### src/rtl/tcp_consts.vh
// register map, field positions and reset values of the capture/compare timer
`ifndef TCP_CONSTS_VH
`define TCP_CONSTS_VH
// word indexes (byte address = index * 4)
`define TCP_IX_SC 6'h00
`define TCP_IX_CNT 6'h01
`define TCP_IX_MOD 6'h02
`define TCP_IX_CH0 6'h04
`define TCP_IX_END 6'h0C
// timer status and control fields
`define TCP_SC_TOF 7
`define TCP_SC_OVERFLOW_IRQ_ENABLE 6
`define TCP_SC_TSTOP 5
`define TCP_SC_TRST 4
// channel control fields
`define TCP_CH_FLAG 7
`define TCP_CH_IE 6
`define TCP_CH_MSB 5
`define TCP_CH_MSA 4
`define TCP_CH_ELSB 3
`define TCP_CH_ELSA 2
`define TCP_CH_TOV 1
`define TCP_CH_MAX 0
// edge/level select actions in compare mode
`define TCP_ELS_OFF 2'h0
`define TCP_ELS_TOG 2'h1
`define TCP_ELS_CLR 2'h2
`define TCP_ELS_SET 2'h3
// reset values, and the prescaler code that picks the external clock
`define TCP_MOD_RST 16'hFFFF
`define TCP_PS_RST 3'h0
`define TCP_PS_EXT 3'h7
// bus responses
`define TCP_RESP_OK 2'h0
`define TCP_RESP_ERR 2'h2
`endif

### src/rtl/tcp_chan.v
// one capture/compare channel: edge detect, compare match and pin drive
`timescale 1ns/1ps
`include "tcp_consts.vh"
module tcp_chan #(
    parameter WIDTH = 16
) (
    // clock and reset
    input wire clk,
    input wire resetn,
    // counter
    input wire tick,
    input wire wrap,
    input wire [WIDTH-1:0] cnt_nxt,
    // effective control
    input wire ocmode,
    input wire [1:0] els,
    input wire tov,
    input wire maxd,
    input wire [WIDTH-1:0] cmpv,
    // pin
    input wire pin_s,
    output reg pin_q,
    // events
    output wire cap_ev,
    output wire cmp_ev
);
    reg prev_q;
    wire rise;
    wire fall;
    wire ovf_tog;
    reg p1;

    assign rise = pin_s & ~prev_q;
    assign fall = ~pin_s & prev_q;
    assign cap_ev = ~ocmode & ((els[0] & rise) | (els[1] & fall));
    // width equals value
    // match when the counter steps onto the value: width from overflow = value
    assign cmp_ev = ocmode & tick & (cnt_nxt == cmpv);
    assign ovf_tog = ocmode & wrap & tov;

    // pin state after an overflow toggle, before the compare action
    always @* begin
        p1 = ovf_tog ? ~pin_q : pin_q;
    end

    // pin drive; compare action applies after a same-tick overflow toggle
    always @(posedge clk) begin
        if (!resetn) begin
            prev_q <= 1'b0;
            pin_q <= 1'b0;
        end else begin
            prev_q <= pin_s;
            if (ocmode && maxd && !tov) begin
                pin_q <= 1'b1;
            end else if (cmp_ev) begin
                case (els)
                    `TCP_ELS_TOG: pin_q <= ~p1;
                    `TCP_ELS_CLR: pin_q <= 1'b0;
                    `TCP_ELS_SET: pin_q <= 1'b1;
                    default: pin_q <= p1;
                endcase
            end else begin
                pin_q <= p1;
            end
        end
    end
endmodule // tcp_chan

### src/rtl/tcp_count.v
// prescaler and free-running modulo counter
`timescale 1ns/1ps
`include "tcp_consts.vh"
module tcp_count #(
    parameter WIDTH = 16
) (
    // clock and reset
    input wire clk,
    input wire resetn,
    // control
    input wire [2:0] ps,
    input wire stop,
    input wire clr,
    input wire [WIDTH-1:0] modulo,
    input wire ext_clk_s,
    // state
    output reg [WIDTH-1:0] cnt_q,
    output wire [WIDTH-1:0] cnt_nxt,
    output wire tick,
    output wire wrap
);
    reg [6:0] div_q;
    reg ext_prev_q;
    wire [6:0] msk;
    wire pre_tick;

    // divide by 2^ps; ps of seven picks the external clock edge
    assign msk = ~(7'h7F << ps);
    assign pre_tick = (ps == `TCP_PS_EXT) ? (ext_clk_s & ~ext_prev_q) :
                      ((div_q & msk) == msk);
    assign tick = pre_tick & ~stop;
    assign wrap = tick & (cnt_q == modulo);
    assign cnt_nxt = wrap ? {WIDTH{1'b0}} : cnt_q + 1'b1;

    // divider and counter; a stopped timer keeps its phase
    always @(posedge clk) begin
        if (!resetn) begin
            div_q <= 7'h00;
            ext_prev_q <= 1'b0;
            cnt_q <= {WIDTH{1'b0}};
        end else begin
            ext_prev_q <= ext_clk_s;
            if (clr) begin
                div_q <= 7'h00;
                cnt_q <= {WIDTH{1'b0}};
            end else begin
                if (!stop)
                    div_q <= div_q + 7'h01;
                if (tick)
                    cnt_q <= cnt_nxt;
            end
        end
    end
endmodule // tcp_count

### src/rtl/tcp_top.v
// four-channel 16-bit timer capture/compare/pwm with an AXI4-Lite slave
//
// Contract
// - active capture edge copies the counter into the channel value.
// - software picks rising, falling or both edges per capture channel.
// - an enabled capture raises the interrupt request.
// - compare match sets, clears or toggles the pin as configured.
// - an enabled compare match raises the interrupt request.
// - unbuffered value writes replace the compare value at once.
// - link bit in channel 0 joins channels 0 and 1 on pin 0.
// - linked pair takes its compare value from the last written channel at overflow.
// - channel 0 control governs the linked pair; channel 1 ignored.
// - linked channel 1 pin is released.
// - link bit in channel 2 joins channels 2 and 3 likewise.
// - toggle-on-overflow toggles the pin at the modulo wrap.
// - PWM period is modulo plus one counter clocks.
// - pulse width equals compare value counter clocks after overflow.
// - compare event ends the pulse; overflow event ends the period.
// - counter wraps to zero after modulo, setting the overflow flag.
// - mode 01 unbuffered, 10 buffered; select 10 clears, 11 sets.
// - no overflow toggle gives 0% duty; max bit then gives 100%.
`timescale 1ns/1ps
`include "tcp_consts.vh"
module tcp_top #(
    parameter WIDTH = 16
) (
    // clock and reset
    input wire clk,
    input wire resetn,
    // axi4-lite write address
    input wire [7:0] s_axi_awaddr,
    input wire s_axi_awvalid,
    output wire s_axi_awready,
    // axi4-lite write data
    input wire [31:0] s_axi_wdata,
    input wire [3:0] s_axi_wstrb,
    input wire s_axi_wvalid,
    output wire s_axi_wready,
    // axi4-lite write response
    output wire [1:0] s_axi_bresp,
    output wire s_axi_bvalid,
    input wire s_axi_bready,
    // axi4-lite read address
    input wire [7:0] s_axi_araddr,
    input wire s_axi_arvalid,
    output wire s_axi_arready,
    // axi4-lite read data
    output wire [31:0] s_axi_rdata,
    output wire [1:0] s_axi_rresp,
    output wire s_axi_rvalid,
    input wire s_axi_rready,
    // external timer clock pin
    input wire ext_clk_pin,
    // channel pins
    input wire chan0_pin_in,
    output wire chan0_pin_out,
    output wire chan0_pin_oe,
    input wire chan1_pin_in,
    output wire chan1_pin_out,
    output wire chan1_pin_oe,
    input wire chan2_pin_in,
    output wire chan2_pin_out,
    output wire chan2_pin_oe,
    input wire chan3_pin_in,
    output wire chan3_pin_out,
    output wire chan3_pin_oe,
    // interrupt request
    output wire irq
);
    // bus state
    reg awready_q;
    reg wready_q;
    reg aw_full_q;
    reg w_full_q;
    reg [7:0] aw_addr_q;
    reg [31:0] w_data_q;
    reg [3:0] w_strb_q;
    reg bvalid_q;
    reg [1:0] bresp_q;
    reg arready_q;
    reg rvalid_q;
    reg [31:0] rdata_q;
    reg [1:0] rresp_q;
    // timer registers
    reg overflow_flag_q;
    reg overflow_irq_enable_q;
    reg tstop_q;
    reg [2:0] ps_q;
    reg [WIDTH-1:0] mod_q;
    reg [3:0] channel_event_flag_q;
    reg [3:0] channel_irq_enable_q;
    reg [3:0] msb_q;
    reg [3:0] msa_q;
    reg [7:0] edge_level_select_q;
    reg [3:0] toggle_on_overflow_q;
    reg [3:0] max_duty_bit_q;
    reg [WIDTH-1:0] val_q [0:3];
    reg [1:0] act_q;
    reg [1:0] last_q;
    reg [3:0] oe_q;
    reg irq_q;
    reg [4:0] sync1_q;
    reg [4:0] sync2_q;
    // internal wires
    wire [WIDTH-1:0] cnt_q;
    wire [WIDTH-1:0] cnt_nxt;
    wire tick;
    wire wrap;
    wire wr_do;
    wire [5:0] widx;
    wire [5:0] wsub;
    wire wch_hit;
    wire [5:0] ridx;
    wire [5:0] rsub;
    wire [3:0] wr_ctl;
    wire [3:0] wr_val;
    wire [3:0] cap;
    wire [3:0] cmpe;
    wire [3:0] pin_q;
    wire [3:0] linked;
    wire [3:0] ocm;
    wire [WIDTH-1:0] cmpv [0:3];
    wire [WIDTH-1:0] vmerge;
    wire trst;
    wire ovf_clr;
    reg [31:0] rd_mux;
    reg rd_err;
    integer i;

    assign s_axi_awready = awready_q;
    assign s_axi_wready = wready_q;
    assign s_axi_bvalid = bvalid_q;
    assign s_axi_bresp = bresp_q;
    assign s_axi_arready = arready_q;
    assign s_axi_rvalid = rvalid_q;
    assign s_axi_rdata = rdata_q;
    assign s_axi_rresp = rresp_q;
    assign irq = irq_q;
    assign {chan3_pin_out, chan2_pin_out, chan1_pin_out, chan0_pin_out} = pin_q;
    assign {chan3_pin_oe, chan2_pin_oe, chan1_pin_oe, chan0_pin_oe} = oe_q;

    // two-flop synchronisers for all pins read by the timer
    always @(posedge clk) begin
        if (!resetn) begin
            sync1_q <= 5'h00;
            sync2_q <= 5'h00;
        end else begin
            sync1_q <= {ext_clk_pin, chan3_pin_in, chan2_pin_in,
                        chan1_pin_in, chan0_pin_in};
            sync2_q <= sync1_q;
        end
    end

    // write decode; address and data may arrive in either order
    assign wr_do = aw_full_q & w_full_q & ~bvalid_q;
    assign widx = aw_addr_q[7:2];
    assign wsub = widx - `TCP_IX_CH0;
    assign wch_hit = (widx >= `TCP_IX_CH0) && (widx < `TCP_IX_END);
    assign trst = wr_do && (widx == `TCP_IX_SC) && w_strb_q[0] && w_data_q[`TCP_SC_TRST];
    assign ovf_clr = wr_do && (widx == `TCP_IX_SC) && w_strb_q[0] && !w_data_q[`TCP_SC_TOF];
    assign vmerge = {w_strb_q[1] ? w_data_q[15:8] : val_q[wsub[2:1]][15:8],
                     w_strb_q[0] ? w_data_q[7:0] : val_q[wsub[2:1]][7:0]};

    // axi4-lite handshakes; ready drops once an item is held
    always @(posedge clk) begin
        if (!resetn) begin
            awready_q <= 1'b0;
            wready_q <= 1'b0;
            aw_full_q <= 1'b0;
            w_full_q <= 1'b0;
            aw_addr_q <= 8'h00;
            w_data_q <= 32'h00000000;
            w_strb_q <= 4'h0;
            bvalid_q <= 1'b0;
            bresp_q <= `TCP_RESP_OK;
            arready_q <= 1'b0;
            rvalid_q <= 1'b0;
            rdata_q <= 32'h00000000;
            rresp_q <= `TCP_RESP_OK;
        end else begin
            awready_q <= ~aw_full_q & ~(s_axi_awvalid & awready_q) & ~wr_do;
            wready_q <= ~w_full_q & ~(s_axi_wvalid & wready_q) & ~wr_do;
            if (s_axi_awvalid && awready_q) begin
                aw_full_q <= 1'b1;
                aw_addr_q <= s_axi_awaddr;
            end
            if (s_axi_wvalid && wready_q) begin
                w_full_q <= 1'b1;
                w_data_q <= s_axi_wdata;
                w_strb_q <= s_axi_wstrb;
            end
            if (wr_do) begin
                aw_full_q <= 1'b0;
                w_full_q <= 1'b0;
                bvalid_q <= 1'b1;
                bresp_q <= (widx < `TCP_IX_END && widx != 6'h03) ?
                           `TCP_RESP_OK : `TCP_RESP_ERR;
            end else if (s_axi_bready) begin
                bvalid_q <= 1'b0;
            end
            arready_q <= ~rvalid_q & ~(s_axi_arvalid & arready_q);
            if (s_axi_arvalid && arready_q) begin
                rvalid_q <= 1'b1;
                rdata_q <= rd_mux;
                rresp_q <= rd_err ? `TCP_RESP_ERR : `TCP_RESP_OK;
            end else if (s_axi_rready) begin
                rvalid_q <= 1'b0;
            end
        end
    end

    // read mux; reserved bits read zero
    assign ridx = s_axi_araddr[7:2];
    assign rsub = ridx - `TCP_IX_CH0;
    always @* begin
        rd_mux = 32'h00000000;
        rd_err = 1'b0;
        case (ridx)
            `TCP_IX_SC: rd_mux[7:0] = {overflow_flag_q, overflow_irq_enable_q,
                                     tstop_q, 2'h0, ps_q};
            `TCP_IX_CNT: rd_mux[15:0] = cnt_q;
            `TCP_IX_MOD: rd_mux[15:0] = mod_q;
            default: begin
                if (ridx >= `TCP_IX_CH0 && ridx < `TCP_IX_END) begin
                    // pair reported in the even control
                    if (ridx[0])
                        rd_mux[15:0] = val_q[rsub[2:1]];
                    else
                        rd_mux[7:0] = {channel_event_flag_q[rsub[2:1]],
                                       channel_irq_enable_q[rsub[2:1]],
                                       msb_q[rsub[2:1]], msa_q[rsub[2:1]],
                                       edge_level_select_q[2*rsub[2:1] +: 2],
                                       toggle_on_overflow_q[rsub[2:1]],
                                       max_duty_bit_q[rsub[2:1]]};
                end else begin
                    rd_err = 1'b1;
                end
            end
        endcase
    end

    // per-channel write strobes and effective modes
    genvar g;
    generate
        for (g = 0; g < 4; g = g + 1) begin : g_ch
            assign wr_ctl[g] = wr_do & wch_hit & ~widx[0] & (wsub[2:1] == g);
            assign wr_val[g] = wr_do & wch_hit & widx[0] & (wsub[2:1] == g);
            if (g % 2 == 1) begin : g_odd
                assign linked[g] = msb_q[g-1];
                assign cmpv[g] = val_q[g];
            end else begin : g_even
                assign linked[g] = 1'b0;
                assign cmpv[g] = (msb_q[g] & act_q[g/2]) ? val_q[g+1] : val_q[g];
            end
            assign ocm[g] = ~linked[g] & (msb_q[g] | msa_q[g]);
            tcp_chan #(.WIDTH(WIDTH)) u_chan (
                .clk(clk),
                .resetn(resetn),
                .tick(tick),
                .wrap(wrap),
                .cnt_nxt(cnt_nxt),
                .ocmode(ocm[g]),
                .els(linked[g] ? `TCP_ELS_OFF : edge_level_select_q[2*g +: 2]),
                .tov(toggle_on_overflow_q[g]),
                .maxd(max_duty_bit_q[g]),
                .cmpv(cmpv[g]),
                .pin_s(sync2_q[g]),
                .pin_q(pin_q[g]),
                .cap_ev(cap[g]),
                .cmp_ev(cmpe[g])
            );
        end
    endgenerate

    tcp_count #(.WIDTH(WIDTH)) u_count (
        .clk(clk),
        .resetn(resetn),
        .ps(ps_q),
        .stop(tstop_q),
        .clr(trst),
        .modulo(mod_q),
        .ext_clk_s(sync2_q[4]),
        .cnt_q(cnt_q),
        .cnt_nxt(cnt_nxt),
        .tick(tick),
        .wrap(wrap)
    );

    // timer and channel registers; hardware set wins over software clear
    always @(posedge clk) begin
        if (!resetn) begin
            overflow_flag_q <= 1'b0;
            overflow_irq_enable_q <= 1'b0;
            tstop_q <= 1'b0;
            ps_q <= `TCP_PS_RST;
            mod_q <= `TCP_MOD_RST;
            channel_event_flag_q <= 4'h0;
            channel_irq_enable_q <= 4'h0;
            msb_q <= 4'h0;
            msa_q <= 4'h0;
            edge_level_select_q <= 8'h00;
            toggle_on_overflow_q <= 4'h0;
            max_duty_bit_q <= 4'h0;
            for (i = 0; i < 4; i = i + 1)
                val_q[i] <= {WIDTH{1'b0}};
        end else begin
            overflow_flag_q <= wrap | (overflow_flag_q & ~ovf_clr);
            if (wr_do && widx == `TCP_IX_SC && w_strb_q[0]) begin
                overflow_irq_enable_q <= w_data_q[`TCP_SC_OVERFLOW_IRQ_ENABLE];
                tstop_q <= w_data_q[`TCP_SC_TSTOP];
                ps_q <= w_data_q[2:0];
            end
            if (wr_do && widx == `TCP_IX_MOD) begin
                if (w_strb_q[0])
                    mod_q[7:0] <= w_data_q[7:0];
                if (w_strb_q[1])
                    mod_q[15:8] <= w_data_q[15:8];
            end
            for (i = 0; i < 4; i = i + 1) begin
                // flags at pulse end and capture
                channel_event_flag_q[i] <= cap[i] | cmpe[i] |
                    (channel_event_flag_q[i] &
                     ~(wr_ctl[i] & w_strb_q[0] & ~w_data_q[`TCP_CH_FLAG]));
                if (wr_ctl[i] && w_strb_q[0]) begin
                    channel_irq_enable_q[i] <= w_data_q[`TCP_CH_IE];
                    // link bit only on even channels
                    msb_q[i] <= (i % 2 == 0) ? w_data_q[`TCP_CH_MSB] : 1'b0;
                    msa_q[i] <= w_data_q[`TCP_CH_MSA];
                    edge_level_select_q[2*i +: 2] <=
                        w_data_q[`TCP_CH_ELSB:`TCP_CH_ELSA];
                    toggle_on_overflow_q[i] <= w_data_q[`TCP_CH_TOV];
                    max_duty_bit_q[i] <= w_data_q[`TCP_CH_MAX];
                end
                if (cap[i])
                    val_q[i] <= cnt_q;
                else if (wr_val[i])
                    val_q[i] <= vmerge;
            end
        end
    end

    // buffered pair hand-off, one tracker per pair
    always @(posedge clk) begin
        if (!resetn) begin
            act_q <= 2'h0;
            last_q <= 2'h0;
        end else begin
            for (i = 0; i < 2; i = i + 1) begin
                // pair 2/3 tracked like pair 0/1
                if (!msb_q[2*i]) begin
                    act_q[i] <= 1'b0;
                    last_q[i] <= 1'b0;
                end else begin
                    if (wr_val[2*i+1])
                        last_q[i] <= 1'b1;
                    else if (wr_val[2*i])
                        last_q[i] <= 1'b0;
                    // switch only on the wrap clock
                    if (wrap)
                        act_q[i] <= last_q[i];
                end
            end
        end
    end

    // pin enables and the interrupt request, all registered
    always @(posedge clk) begin
        if (!resetn) begin
            oe_q <= 4'h0;
            irq_q <= 1'b0;
        end else begin
            for (i = 0; i < 4; i = i + 1)
                oe_q[i] <= ocm[i] & ((edge_level_select_q[2*i +: 2] != `TCP_ELS_OFF) |
                           (max_duty_bit_q[i] & ~toggle_on_overflow_q[i]));
            irq_q <= (overflow_flag_q & overflow_irq_enable_q) |
                     (|(channel_event_flag_q & channel_irq_enable_q));
        end
    end
endmodule // tcp_top

### config.mk
export PLATFORM = sky130hd
export DESIGN_NAME = tcp_top
export DESIGN_NICKNAME = d
export VERILOG_FILES = /design/src/rtl/tcp_chan.v /design/src/rtl/tcp_count.v /design/src/rtl/tcp_top.v
export VERILOG_INCLUDE_DIRS = /design/src /design/src/rtl
export SDC_FILE = /design/constraint.sdc
export NUM_CORES = 1
export LEC_CHECK = 0
export BUFFER_PORTS_ARGS = -buffer_cell sky130_fd_sc_hd__buf_2
export CORE_UTILIZATION = 59
export CTS_CLUSTER_SIZE = 28
export DETAILED_ROUTE_END_ITERATION = 7
export PLACE_DENSITY = 0.8
export SETUP_SLACK_MARGIN = 0.02
export SLEW_MARGIN = 0
export SYNTH_ARGS = -nofsm -noshare
export SYNTH_HDL_FRONTEND = slang
export SYNTH_SLANG_ARGS = --single-unit
### constraint.sdc
create_clock -name clk -period 8 [get_ports clk]
set_input_delay 2.4 -clock clk [delete_from_list [all_inputs] [get_ports clk]]
set_output_delay 2.4 -clock clk [all_outputs]
set_load 0.05 [all_outputs]
==> flow_summary.ini <==
[status]
outcome = completed

[clocking]
post_cts_buffers = 0
clk_pin_slew_ns = 0.07
clock_latency_ns = 0.54
clock-root-buffer = clkbuf_16
cts_resized = 0
hold_buffers = 0
cts_tree = done
cts_buffers = 23
clock_path_buffers = 3
cts_max_level = 1
cts_sinks = 215

[route]
drtPass1Iterations = 6
remaining_drc_errors = 0
num_vias = 11500
vias_per_cell = 6.73
routed_wirelength_um = 41400
wire_per_inst_um = 24.2
drt_iter0_markers = 1343
ant_nets = 0

[yosys]
synth_edf_count = 64
syn_area_um2 = 12800
synth_fa_ha_area_frac = 0.00195
synth.area.mux_share = 0.147
synth_top_area_frac = 0.236
ys_top_cells_by_count = nor2_1 (157), dfxtp_1 (151), nand2_1 (149), a21oi_1 (105), mux2i_1 (92)
synthArstFlopShare = 0
synth_compound_area_frac = 0.154
synth.area.top_cells = dfxtp_1 (24%), edfxtp_1 (15%), mux2i_1 (7.2%)
syn_area_per_cell_um2 = 9.04
synth-xor-area-share = 0.0471
synth_top_area_cell = dfxtp_1
ys.flop_type = dfxtp_1
synth.most_common_cell = nor2_1
synth-seq-cells = 215
synth-simple-area-share = 0.211
synthCells = 1418
synth.distinct_cells = 76
ys_seq_area_frac = 0.386
synth_top_family_by_area = simple AND/OR/NAND/NOR gates
yosys_warnings = 0

[grt]
overflow = 0
track_usage = 0.372
grt_start_max_net_pins = 62
grt_pass1_vias = 10600
grt_pass1_wl_um = 62300
antenna_found_initial = 0

[sta]
period_needed_ns = 4.46
slew_violations = 0
period_share = 0.557
tightest_slew_ns = 1.20
setup_tns_ns = 0
hold_violations = 0
maxSlewHeadroom = 0.203
finalSetupViolations = 0
finalClockSkew_ns = 0.0202
rsz0062_at_grt = no
max_freq_mhz = 224

[placement]
place_congestion = 0.998
portBuffers = 73
dp_cells = 1673
hpwl_um = 29800

[setup_path]
cpMostUsedCell = o21ai_0
crit_path_end_kind = flop
crit_path_start_kind = flop
required_ns = 8.41
critPathKind = reg -> reg
critPathBufInv = 0
cp_slowest_stage_delay_ns = 0.81
critPathMaxFanout = 14
crit_family = simple AND/OR/NAND/NOR gates
critPathArrivalTime_ns = 4.87
crit_chain = ha_1 -> nand4_2 -> nor3_1 -> xnor2_1 -> or2_2 -> o21ai_0 -> a31oi_1 -> nor4_1 -> nor2b_1 -> o21ai_0
crit_slowest_cell = dfxtp_1

[pwr]
p_leak_nw = 5.16
max-vdd-ir-drop_uv = 192
power_density_nw_per_um2 = 180

[floorplanning]
rows = 53
initial_utilization = 0.606
dieArea_um2 = 22300
die_width_um = 149
chipHeight_um = 149
coreArea_um2 = 21200
num_io_pins = 114

[finish]
fin_cells = 1715
syn2layout_area_growth_pct = 8.36
num-fill-cells = 1741
layout.nets = 1489
drive_gt1_frac = 0.143
insertedDiodeCount = 0

[min_path]
hp-class = reg -> reg

[run]
max_cap_viol_count = 0
## layout by cell type (no fill, tap or decap), types with 6 or more instances in the layout
cell type	Yosys	layout
or2_2	7	7
nor4_2	5	6
xor2_1	33	33
nor2b_1	15	15
nand4_1	11	11
inv_1	22	22
dfxtp_1	151	151
clkbuf_16	0	24
o2111ai_1	7	7
nor2_1	157	157
clkbuf_1	78	6
mux2i_1	92	92
nand3_1	47	47
xnor2_1	22	22
a221oi_1	6	6
a31oi_1	9	9
conb_1	1	18
o21ai_0	67	66
a222oi_1	10	10
o21a_1	6	6
nand4b_1	7	7
mux2_2	8	8
nor4_1	8	7
nand3b_1	13	13
a211oi_1	37	37
edfxtp_1	64	64
nand2b_1	8	8
buf_4	19	17
o221ai_1	8	8
and2_1	25	25
nand2_1	149	149
or3_1	8	8
nor3_1	50	48
a21oi_1	105	105
buf_2	14	73
o22ai_1	8	8
mux4_2	39	39
nor3b_1	7	6
## kinds of logic (layout without fill, tap and decap cells)
| kind of cell | after synthesis | in the layout |
|---|---|---|
| adders and majority gates | 2 | 2 |
| DFF | 215 | 215 |
| muxes | 139 | 139 |
| other | 1 | 18 |
| xor gates and xnor gates | 61 | 61 |
| and+or+nand+nor | 543 | 543 |
| AOI/OAI and AO/OA | 307 | 307 |
| buffers and inverters | 150 | 155 |
## where the power goes
group          internal [mW]  switching (mW)
Sequential              1.15          0.0498
Clock                  0.593           0.456
Combinational         0.0829           0.165
Total                   1.83           0.671
## flip-flops by register name, indices dropped and copies added, names as in the netlist, 5 cells and up
signal and cells:
edge_level_select_q 8, mod_q 16, sync2_q 5, sync1_q 5, s_axi_rdata 16, aw_addr_q 6, w_data_q 16, val_q 64
u_count.div_q 6, u_count.cnt_q 16
## cell type report
class / count / area [um2] / share of cell area
multi-input cells: 1070 / 7280 / 0.524
flip-flops and latches: 215 / 4940 / 0.356
clock buffers: 34 / 678 / 0.0488
repair buffers: 90 / 493 / 0.0355
well taps: 275 / 344 / 0.0248
inverters: 23 / 87.6 / 0.00630
clock inverters: 8 / 60.1 / 0.00432
## worst paths after layout
check                         from                    to  slack [ns]  cells past startpoint
setup / recovery  u_count.cnt_q[0]  g_ch[0].u_chan.pin_q        3.54                     10
hold reg to reg         sync1_q[3]            sync2_q[3]        0.44                      1
hold / removal          sync1_q[3]            sync2_q[3]        0.44                      1
setup reg to reg  u_count.cnt_q[0]  g_ch[0].u_chan.pin_q        3.54                     10
## per-stage QoR
stage	worst slack [ns]	hold slack (ns)	power (mW)	area, um2	utilization
3_5_place_dp	3.10	0.422	1.47	13200	0.622
6_report	3.54	0.437	2.50	13900	0.657
5_1_grt	3.35	0.456	2.56	13900	0.657
4_1_cts	3.63	0.439	2.49	13900	0.657
2_1_floorplan	3.49	0.412	1.40	12900	-
3_3_place_gp	3.28	0.415	1.46	13200	0.622
## routing by layer
metal | track usage | vias to the layer above | wire length [um]
met5 | 0 | - | 0
met4 | 0.109 | 0 | 1310
met3 | 0.0991 | 99 | 5630
met2 | 0.566 | 793 | 18300
met1 | 0.516 | 5469 | 16200
li1 | - | 5175 | -
## worst reg2reg max path, stage by stage, from the launching register on
cell	delay, ns
dfxtp_1	0.81
ha_1	0.46
nand4_2	0.24
nor3_1	0.63
xnor2_1	0.44
or2_2	0.39
o21ai_0	0.15
a31oi_1	0.14
nor4_1	0.80
nor2b_1	0.21
o21ai_0	0.07
(Power assumes the default switching activity.)
